<file path="config.mk">
export PLATFORM = sky130hd
export DESIGN_NAME = spirc_cmd_decoder
export DESIGN_NICKNAME = d
export VERILOG_FILES = /design/src/rtl/spirc_pkg.sv /design/src/rtl/spirc_cmd_decoder.sv /design/src/rtl/spirc_sync.sv /design/src/rtl/spirc_link_edges.sv
export VERILOG_INCLUDE_DIRS = /design/src /design/src/rtl
export SDC_FILE = /design/constraint.sdc
export NUM_CORES = 1
export LEC_CHECK = 0
export ABC_AREA = 1
export BUFFER_PORTS_ARGS = -buffer_cell sky130_fd_sc_hd__clkbuf_2
export CELL_PAD_IN_SITES_DETAIL_PLACEMENT = 1
export CELL_PAD_IN_SITES_GLOBAL_PLACEMENT = 1
export CORE_ASPECT_RATIO = 1.1
export CORE_UTILIZATION = 46
export DETAILED_ROUTE_END_ITERATION = 16
export PLACE_DENSITY_LB_ADDON = 0.1
export SYNTH_ARGS = -nofsm -noshare
export SYNTH_HDL_FRONTEND = slang
export SYNTH_HIERARCHICAL = 1
export SYNTH_SLANG_ARGS = --single-unit
</file>
<file path="constraint.sdc">
create_clock -name i_clk -period 3.29 [get_ports i_clk]
set_clock_uncertainty 0.2 [all_clocks]
set_input_delay 0.4935 -clock i_clk [delete_from_list [all_inputs] [get_ports i_clk]]
set_output_delay 0.4935 -clock i_clk [all_outputs]
set_load 0.01 [all_outputs]
</file>
<file path="src/rtl/spirc_defines.svh">
// Opcodes, reset values and field positions of the serial register command decoder
`ifndef SPIRC_DEFINES_SVH
`define SPIRC_DEFINES_SVH

`define SPIRC_OP_NOP        8'h00
`define SPIRC_OP_RST_ARM    8'h66
`define SPIRC_OP_RST        8'h99
`define SPIRC_OP_ID_RD      8'h9F
`define SPIRC_OP_PT_RD      8'h5A
`define SPIRC_OP_SR_RD      8'h05
`define SPIRC_OP_CR_RD      8'h15
`define SPIRC_OP_SRCR_WR    8'h01
`define SPIRC_OP_CR2_RD     8'h71
`define SPIRC_OP_CR2_WR     8'h72
`define SPIRC_OP_FB_RD      8'h16
`define SPIRC_OP_FB_WR      8'h17
`define SPIRC_OP_FB_ERASE   8'h18
`define SPIRC_OP_SEC_RD     8'h2B
`define SPIRC_OP_SEC_LOCK   8'h2F
`define SPIRC_OP_LOCK_WR    8'h2C
`define SPIRC_OP_LOCK_RD    8'h2D

`define SPIRC_PT_ADDR_BYTES  3'd3
`define SPIRC_CR2_ADDR_BYTES 3'd4
`define SPIRC_FB_BYTES       3'd4

`define SPIRC_CR2_DEPTH      8
`define SPIRC_CR2_IDX_W      3

`define SPIRC_SR_RST         8'h00
`define SPIRC_CR_RST         8'h00
`define SPIRC_CR2_RST        8'h00
`define SPIRC_LOCK_RST       8'h00
`define SPIRC_SEC_RST        8'h00
`define SPIRC_FB_ERASED      32'hFFFFFFFF
`define SPIRC_SEC_LDSO_BIT   1

`endif

</file>
<file path="src/rtl/spirc_pkg.sv">
// Types of the serial register command decoder
package spirc_pkg;
  `include "spirc_defines.svh"

  typedef enum logic [2:0] {
    ST_IDLE   = 3'b000,
    ST_OPCODE = 3'b001,
    ST_ADDR   = 3'b010,
    ST_DIN    = 3'b011,
    ST_DOUT   = 3'b100,
    ST_IGNORE = 3'b101
  } spirc_state_type;

  typedef struct packed {
    spirc_state_type                    st;
    logic [7:0]                         op;
    logic [7:0]                         shreg;
    logic [2:0]                         bit_cnt;
    logic [2:0]                         addr_left;
    logic [31:0]                        addr;
    logic [2:0]                         byte_cnt;
    logic [31:0]                        stage;
    logic [7:0]                         out_sh;
    logic [2:0]                         out_bit;
    logic [2:0]                         out_idx;
    logic                               so;
    logic                               so_oe_n;
    logic                               soft_rst;
    logic                               armed;
    logic [7:0]                         status;
    logic [7:0]                         cfg;
    logic [`SPIRC_CR2_DEPTH-1:0][7:0]   cfg2;
    logic [31:0]                        boot;
    logic [7:0]                         secur;
    logic [7:0]                         lock;
  } spirc_regs_type;
endpackage

</file>
<file path="src/rtl/spirc_cmd_decoder.sv">
// Serial command decoder for reset and register access commands
// How it works
// - Opcode 00 is accepted and changes no register.
// - Reset is 66 then 99, each a lone opcode byte.
// - 99 acts only if the command just before was 66.
// - 9F returns one manufacturer byte then two device bytes.
// - 5A takes three address bytes, MSB first, then streams table data.
// - 05 returns the status byte.
// - 15 returns the configuration byte.
// - 01 writes status, and configuration if a second byte follows.
// - 71 takes four address bytes then returns one second-configuration byte.
// - 72 takes four address bytes and one byte stored at that location.
// - 16 returns the fast-boot register, one to four bytes.
// - 17 with exactly four bytes replaces the fast-boot register.
// - 18 erases the fast-boot register.
// - 2B returns the security byte.
// - 2F sets the lock-down bit, which only the hardware reset clears.
// - 2C writes and 2D reads one lock register byte.
`include "spirc_defines.svh"
module spirc_cmd_decoder #(
  parameter logic [7:0]  MFR_ID = 8'hC3,   // Arbitrary value
  parameter logic [15:0] DEV_ID = 16'h1234 // Arbitrary value
) (
  input  wire logic i_clk,
  input  wire logic i_rst,
  input  wire logic i_cs_n,
  input  wire logic i_sclk,
  input  wire logic i_mosi,
  output logic      o_so,
  output logic      o_so_oe_n,
  output logic      o_soft_rst,
  output logic      o_lockdown
);
  spirc_pkg::spirc_regs_type q;
  spirc_pkg::spirc_regs_type d;

  logic [2:0] pins_s;
  logic       sclk_rise;
  logic       sclk_fall;
  logic       cs_start;
  logic       cs_end;
  logic       mosi_s;
  logic [7:0] in_byte;
  logic       frame_done;

  // Select travels inverted so the synchroniser's cleared state means idle, not a false frame
  spirc_sync #(
    .WIDTH (3)
  ) u_sync (
    .i_clk   (i_clk),
    .i_rst   (i_rst),
    .i_async ({~i_cs_n, i_sclk, i_mosi}),
    .o_sync  (pins_s)
  );

  spirc_link_edges u_edges (
    .i_clk      (i_clk),
    .i_rst      (i_rst),
    .i_sclk_s   (pins_s[1]),
    .i_cs_n_s   (~pins_s[2]),
    .o_rise     (sclk_rise),
    .o_fall     (sclk_fall),
    .o_cs_start (cs_start),
    .o_cs_end   (cs_end)
  );

  assign mosi_s  = pins_s[0];
  assign in_byte = {q.shreg[6:0], mosi_s};

  // Address bytes that follow each opcode
  function automatic logic [2:0] addr_bytes(input logic [7:0] op);
    case (op)
      `SPIRC_OP_PT_RD:  addr_bytes = `SPIRC_PT_ADDR_BYTES;
      `SPIRC_OP_CR2_RD,
      `SPIRC_OP_CR2_WR: addr_bytes = `SPIRC_CR2_ADDR_BYTES;
      default:          addr_bytes = 3'd0;
    endcase
  endfunction

  function automatic logic is_read(input logic [7:0] op);
    case (op)
      `SPIRC_OP_ID_RD, `SPIRC_OP_PT_RD, `SPIRC_OP_SR_RD, `SPIRC_OP_CR_RD, `SPIRC_OP_CR2_RD,
      `SPIRC_OP_FB_RD, `SPIRC_OP_SEC_RD, `SPIRC_OP_LOCK_RD: is_read = 1'b1;
      default: is_read = 1'b0;
    endcase
  endfunction

  function automatic logic is_write(input logic [7:0] op);
    case (op)
      `SPIRC_OP_SRCR_WR, `SPIRC_OP_CR2_WR, `SPIRC_OP_FB_WR, `SPIRC_OP_LOCK_WR: is_write = 1'b1;
      default: is_write = 1'b0;
    endcase
  endfunction

  // Parameter table contents; unpopulated locations read as erased
  function automatic logic [7:0] table_byte(input logic [7:0] a);
    case (a)
      8'h00:   table_byte = 8'h53;
      8'h01:   table_byte = 8'h46;
      8'h02:   table_byte = 8'h44;
      8'h03:   table_byte = 8'h50;
      default: table_byte = 8'hFF;
    endcase
  endfunction

  // Byte number idx of the answer to a read opcode
  function automatic logic [7:0] rd_byte(input logic [7:0] op, input logic [2:0] idx,
                                         input spirc_pkg::spirc_regs_type r);
    case (op)
      `SPIRC_OP_ID_RD: begin
        case (idx)
          3'd0:    rd_byte = MFR_ID;
          3'd1:    rd_byte = DEV_ID[15:8];
          3'd2:    rd_byte = DEV_ID[7:0];
          default: rd_byte = 8'h00;
        endcase
      end
      `SPIRC_OP_PT_RD:   rd_byte = table_byte(r.addr[7:0] + {5'h00, idx});
      `SPIRC_OP_SR_RD:   rd_byte = r.status;
      `SPIRC_OP_CR_RD:   rd_byte = r.cfg;
      `SPIRC_OP_CR2_RD:  rd_byte = r.cfg2[r.addr[`SPIRC_CR2_IDX_W-1:0]];
      `SPIRC_OP_FB_RD:   rd_byte = r.boot[{idx[1:0], 3'b000} +: 8];
      `SPIRC_OP_SEC_RD:  rd_byte = r.secur;
      `SPIRC_OP_LOCK_RD: rd_byte = r.lock;
      default:           rd_byte = 8'h00;
    endcase
  endfunction

  // Volatile registers and the sequencer return here on either reset
  function automatic spirc_pkg::spirc_regs_type soft_state(input spirc_pkg::spirc_regs_type r);
    spirc_pkg::spirc_regs_type s;
    s          = r;
    s.st       = spirc_pkg::ST_IDLE;
    s.armed    = 1'b0;
    s.so_oe_n  = 1'b1;
    s.status   = `SPIRC_SR_RST;
    s.cfg      = `SPIRC_CR_RST;
    s.cfg2     = {`SPIRC_CR2_DEPTH{`SPIRC_CR2_RST}};
    s.lock     = `SPIRC_LOCK_RST;
    return s;
  endfunction

  assign frame_done = (q.st != spirc_pkg::ST_IDLE) && (q.st != spirc_pkg::ST_OPCODE);

  always_comb begin
    d          = q;
    d.soft_rst = 1'b0;
    if (i_rst) begin
      d        = '0;
      d        = soft_state(d);
      d.boot   = `SPIRC_FB_ERASED;
      d.secur  = `SPIRC_SEC_RST;
    end else if (cs_end) begin
      d.st      = spirc_pkg::ST_IDLE;
      d.so_oe_n = 1'b1;
      if (frame_done) begin
        d.armed = (q.op == `SPIRC_OP_RST_ARM);
        case (q.op)
          `SPIRC_OP_RST: begin
            if (q.armed) begin
              d          = soft_state(q);
              d.soft_rst = 1'b1;
            end
          end
          `SPIRC_OP_SRCR_WR: begin
            if (q.byte_cnt == 3'd1) begin
              d.status = q.stage[7:0];
            end else if (q.byte_cnt >= 3'd2) begin
              d.status = q.stage[15:8];
              d.cfg    = q.stage[7:0];
            end
          end
          `SPIRC_OP_CR2_WR: begin
            if (q.byte_cnt == 3'd1) begin
              d.cfg2[q.addr[`SPIRC_CR2_IDX_W-1:0]] = q.stage[7:0];
            end
          end
          `SPIRC_OP_FB_WR: begin
            // First byte sent lands in the low byte, matching read order
            if (q.byte_cnt == `SPIRC_FB_BYTES) begin
              d.boot = {q.stage[7:0], q.stage[15:8], q.stage[23:16], q.stage[31:24]};
            end
          end
          `SPIRC_OP_FB_ERASE: d.boot = `SPIRC_FB_ERASED;
          `SPIRC_OP_SEC_LOCK: d.secur[`SPIRC_SEC_LDSO_BIT] = 1'b1;
          `SPIRC_OP_LOCK_WR: begin
            if (q.byte_cnt == 3'd1) begin
              d.lock = q.stage[7:0];
            end
          end
          default: ;
        endcase
      end
    end else if (cs_start) begin
      d.st       = spirc_pkg::ST_OPCODE;
      d.bit_cnt  = 3'd0;
      d.byte_cnt = 3'd0;
      d.stage    = 32'h00000000;
      d.addr     = 32'h00000000;
      d.out_idx  = 3'd0;
      d.out_bit  = 3'd0;
    end else if (sclk_rise) begin
      d.shreg   = in_byte;
      d.bit_cnt = q.bit_cnt + 3'd1;
      if (q.bit_cnt == 3'd7) begin
        case (q.st)
          spirc_pkg::ST_OPCODE: begin
            d.op        = in_byte;
            d.addr_left = addr_bytes(in_byte);
            if (addr_bytes(in_byte) != 3'd0) begin
              d.st = spirc_pkg::ST_ADDR;
            end else if (is_read(in_byte)) begin
              d.st     = spirc_pkg::ST_DOUT;
              d.out_sh = rd_byte(in_byte, 3'd0, q);
            end else if (is_write(in_byte)) begin
              d.st = spirc_pkg::ST_DIN;
            end else begin
              d.st = spirc_pkg::ST_IGNORE;
            end
          end
          spirc_pkg::ST_ADDR: begin
            d.addr      = {q.addr[23:0], in_byte};
            d.addr_left = q.addr_left - 3'd1;
            if (q.addr_left == 3'd1) begin
              if (is_read(q.op)) begin
                d.st     = spirc_pkg::ST_DOUT;
                d.out_sh = rd_byte(q.op, 3'd0, d);
              end else begin
                d.st = spirc_pkg::ST_DIN;
              end
            end
          end
          spirc_pkg::ST_DIN: begin
            d.stage = {q.stage[23:0], in_byte};
            if (q.byte_cnt != 3'd7) begin
              d.byte_cnt = q.byte_cnt + 3'd1;
            end
          end
          default: ;
        endcase
      end
    end else if (sclk_fall && q.st == spirc_pkg::ST_DOUT) begin
      // Data changes on the falling edge so the host samples on the rising one
      d.so      = q.out_sh[7];
      d.so_oe_n = 1'b0;
      d.out_bit = q.out_bit + 3'd1;
      if (q.out_bit == 3'd7) begin
        d.out_idx = q.out_idx + 3'd1;
        d.out_sh  = rd_byte(q.op, q.out_idx + 3'd1, q);
      end else begin
        d.out_sh = {q.out_sh[6:0], 1'b0};
      end
    end
  end

  always_ff @(posedge i_clk) begin
    q <= d;
  end

  assign o_so       = q.so;
  assign o_so_oe_n  = q.so_oe_n;
  assign o_soft_rst = q.soft_rst;
  assign o_lockdown = q.secur[`SPIRC_SEC_LDSO_BIT];
endmodule

</file>
<file path="src/rtl/spirc_sync.sv">
// Two-stage synchroniser for pins from outside the clock domain
module spirc_sync #(
  parameter int WIDTH = 1
) (
  input  wire logic             i_clk,
  input  wire logic             i_rst,
  input  wire logic [WIDTH-1:0] i_async,
  output logic      [WIDTH-1:0] o_sync
);
  logic [WIDTH-1:0] meta_q;

  always_ff @(posedge i_clk) begin
    if (i_rst) begin
      meta_q <= '0;
      o_sync <= '0;
    end else begin
      meta_q <= i_async;
      o_sync <= meta_q;
    end
  end
endmodule

</file>
<file path="src/rtl/spirc_link_edges.sv">
// Finds serial clock edges and frame start and end on synchronised pins
module spirc_link_edges (
  input  wire logic i_clk,
  input  wire logic i_rst,
  input  wire logic i_sclk_s,
  input  wire logic i_cs_n_s,
  output logic      o_rise,
  output logic      o_fall,
  output logic      o_cs_start,
  output logic      o_cs_end
);
  logic sclk_q;
  logic cs_n_q;

  // Chip select idles high after reset so no false frame end is seen
  always_ff @(posedge i_clk) begin
    if (i_rst) begin
      sclk_q <= 1'b0;
      cs_n_q <= 1'b1;
    end else begin
      sclk_q <= i_sclk_s;
      cs_n_q <= i_cs_n_s;
    end
  end

  always_comb begin
    o_rise     = i_sclk_s & ~sclk_q & ~i_cs_n_s;
    o_fall     = ~i_sclk_s & sclk_q & ~i_cs_n_s;
    o_cs_start = ~i_cs_n_s & cs_n_q;
    o_cs_end   = i_cs_n_s & ~cs_n_q;
  end
endmodule

</file>
==> results.sh <==
export IMPL_status="complete, no violations"
export IMPL_setup_tns_ns=0
export IMPL_synthMostInstantiatedCell="nand2_1"
export IMPL_yosysWarnings=6
export IMPL_clk_pin_slew_worst_paths_ns=0.06
export IMPL_syn_mean_instance_area_um2=6.489
export IMPL_crit_path_end="q[143]"
export IMPL_fillCellCount=3363
export IMPL_track_usage=0.3688
export IMPL_multi_input_area_um2=6394
export IMPL_leakage_uw=0.005103
export IMPL_ys_ff_latch=214
export IMPL_p_sw_uw=1340
export IMPL_first_global_vias=12674
export IMPL_drt_wl_total_um=47160
export IMPL_dieArea_um2=25780
export IMPL_synth_edf_count=0
export IMPL_drv_slew=0
export IMPL_worst_pin_slew_ns=0.7916
export IMPL_hpwl_um=35100
export IMPL_synth_ff_type="dfxtp_1"
export IMPL_path_cells="ha_1 > ha_1 > ha_1 > nand3_1 > nand3_1 > nand2_1 > nand2_1 > nand2_1 > nor2_1 > nand2_1 > nand2_1 > nand3_1 > nand2_1 > inv_1 > nor2_1 > nor2_1"
export IMPL_power_internal_uw=4196
export IMPL_syn_nets=1807
export IMPL_wl_met3_um=2509
export IMPL_cp_top_family="simple AND/OR/NAND/NOR gates"
export IMPL_diodes=0
export IMPL_root_buffer="clkbuf_16"
export IMPL_die_w_um=153.2
export IMPL_htree_num_levels=1
export IMPL_grt_pass1_wl_um=73640
export IMPL_start_kind="flip-flop"
export IMPL_cp_common_cell="nand2_1"
export IMPL_pre_cts_ws_ns=0.4656
export IMPL_power_density_nw_per_um2=427.1
export IMPL_ant_nets=0
export IMPL_die_h_um=168.3
export IMPL_seqPwrFrac=0.475
export IMPL_io_pins=9
export IMPL_maxCapViolCount=0
export IMPL_synth_area_leaders="dfxtp_1 37%, nand2_1 16%, a21oi_1 8.5%, nor2_1 7.2%, nand3_1 5.4%"
export IMPL_p_clk_frac=0.479
export IMPL_synth_commonest_cells="503 x nand2_1, 222 x nor2_1, 214 x dfxtp_1, 197 x a21oi_1, 149 x inv_1"
export IMPL_grt_max_degree=89
export IMPL_antenna_found_initial=1
export IMPL_hold_path_class="primary input to flip-flop"
export IMPL_portBuffers=8
export IMPL_peakVddDrop_uv=372.2
export IMPL_num_vias=12817
export IMPL_wl_per_cell_um=22.15
export IMPL_pwr_share_comb=0.046
export IMPL_r2r_cells=16
export IMPL_synth_top_area_share=0.3705
export IMPL_slowest_stage="ha_1"
export IMPL_hold_depth=2
export IMPL_row_count=60
export IMPL_gp_congestion=0.9833
export IMPL_crit_start="q[132]"
export IMPL_final_cell_area_um2=12960
export IMPL_wl_met1_um=20670
export IMPL_r2r_start="q[132]"
export IMPL_r2r_end="q[143]"
export IMPL_fin_crit_sh=0.8727
export IMPL_start_util=0.4710
export IMPL_crit_path_max_fanout=5
export IMPL_end_kind="flip-flop"
export IMPL_core_area_um2=24550
export IMPL_placed_area_um2=12170
export IMPL_max_slew_margin=0.4703
export IMPL_cts_buffers=24
export IMPL_drive_above_1_share=0.06927
export IMPL_syn_cell_area_um2=11560
export IMPL_syn_instance_count=1782
export IMPL_synth_cell_types=43
export IMPL_hold_ws_ns=0.1540
export IMPL_yosysSeqAreaShare=0.3705
export IMPL_switching_share=0.2420
export IMPL_crit_cells=16
export IMPL_clockBufferDepth=3
export IMPL_top_layer_used="met4"
export IMPL_max_freq_ghz=0.3483
export IMPL_regArea_um2=4284
export IMPL_hold_viol_final=0
export IMPL_cts_tree="done"
export IMPL_layout_setup_ws_ns=0.4189
export IMPL_drt_initial_drc_count=957
export IMPL_rsz0062_at_grt="false"
export IMPL_first_pass_iters=5
export IMPL_cts_sinks=214
export IMPL_drcViolationCount=0
export IMPL_arrival_ns=3.08
export IMPL_via_per_inst=6.020
export IMPL_final_setup_viol_count=0
export IMPL_path_class="flip-flop to flip-flop"
export IMPL_wl_met2_um=22200
export IMPL_yosysTopAreaCell="dfxtp_1"
export IMPL_synthToLayoutAreaGrowth_pct=12.09
export IMPL_grt_remaining_overflow=0
export IMPL_required_ns=3.50
export IMPL_rrSetupSlack_ns=0.42
export IMPL_synthArstFlopShare=0
export IMPL_fin_crit_ns=2.871
export IMPL_path_buf_inv=1
export IMPL_cp_slowest_stage_delay_ns=0.41
export IMPL_num_nets_final=1830
export IMPL_clock_latency_ns=0.55
[cells in the final DEF, fill, tap and decap left out, types with 2 or more instances in the layout]
master	Yosys	final
nand2_1	503	503
nor2_1	222	222
dfxtp_1	214	214
a21oi_1	197	197
inv_1	149	149
nand3_1	125	125
o21ai_0	95	95
buf_4	2	56
nand4_1	43	43
a211oi_1	37	37
a22oi_1	32	32
clkbuf_16	0	24
ha_1	19	19
o211ai_1	11	11
o21ai_1	9	9
nand3b_1	9	9
nor3_4	8	8
clkbuf_2	1	7
clkinv_1	6	6
nor3_1	5	5
clkbuf_8	0	5
inv_2	4	4
clkbuf_1	60	4
clkinv_2	0	3
dlygate4sd3_1	0	3
nand3_2	2	2
o22ai_1	2	2
buf_12	0	2
[routing by layer]
metal	global-route usage	vias to the layer above
li1	-	5968
met1	0.4829	6321
met2	0.6232	416
met3	0.04093	112
met4	0.1397	0
met5	0	-
[cell families (layout without fill, tap and decap cells)]
group,after synthesis,in the layout,synth area share
xor+xnor,1,1,0.0007576
fa+ha+maj,20,20,0.02229
compound gates,390,390,0.1885
flops,214,214,0.3705
buf+inv,231,268,0.07661
simple gates,926,926,0.3414
[registers in the layout, summed over array words and instances, names as in the netlist]
signal / flops
u_sync/o_sync: 3
q: 195
in_byte: 7
o_lockdown: 1
u_sync/meta_q: 3
o_so_oe_n: 1
o_soft_rst: 1
o_so: 1
u_edges/sclk_q: 1
u_edges/cs_n_q: 1
[power by group through the flow]
stage	Clock [uW]	Sequential [uW]	Combinational, uW
floorplan	0	2680	156
global placement	0	2690	239
detailed placement	0	2690	246
CTS	2680	2630	251
global route	2760	2630	276
finish	2650	2630	254
[how the worst min path moves through the flow]
stage                        to  slack [ns]             start
5_1_grt          u_edges/sclk_q        0.18             i_rst
4_1_cts        u_sync/o_sync[1]        0.14             i_rst
6_report       u_sync/o_sync[1]        0.15             i_rst
2_1_floorplan  u_sync/o_sync[0]        0.19  u_sync/meta_q[0]
3_5_place_dp   u_sync/o_sync[1]        0.20  u_sync/meta_q[1]
3_3_place_gp   u_sync/o_sync[1]        0.19  u_sync/meta_q[1]
[timing repair]
action / in CTS / in global routing
hold buffers: 3 / 0
resized for setup: 0 / 0
setup buffers: 0 / 0
endpoints found under the hold margin: 3 / 0
[per-stage QoR]
step | instances | total power [uW] | util
global route | 2129 | 5669 | 0.5280
finish | 2129 | 5536 | 0.5280
global placement | 2086 | 2927 | 0.4957
floorplan | 1782 | 2833 | -
detailed placement | 2086 | 2934 | 0.4957
CTS | 2129 | 5559 | 0.5280
[cell type report]
class / count / share of cell area
tap: 310 / 0.02993
clock buffer: 33 / 0.05280
clock inverter: 7 / 0.005985
timing repair buffer: 69 / 0.04141
inverter: 159 / 0.04605
sequential: 214 / 0.3305
multi-input combinational: 1337 / 0.4933
(Power assumes the default switching activity.)
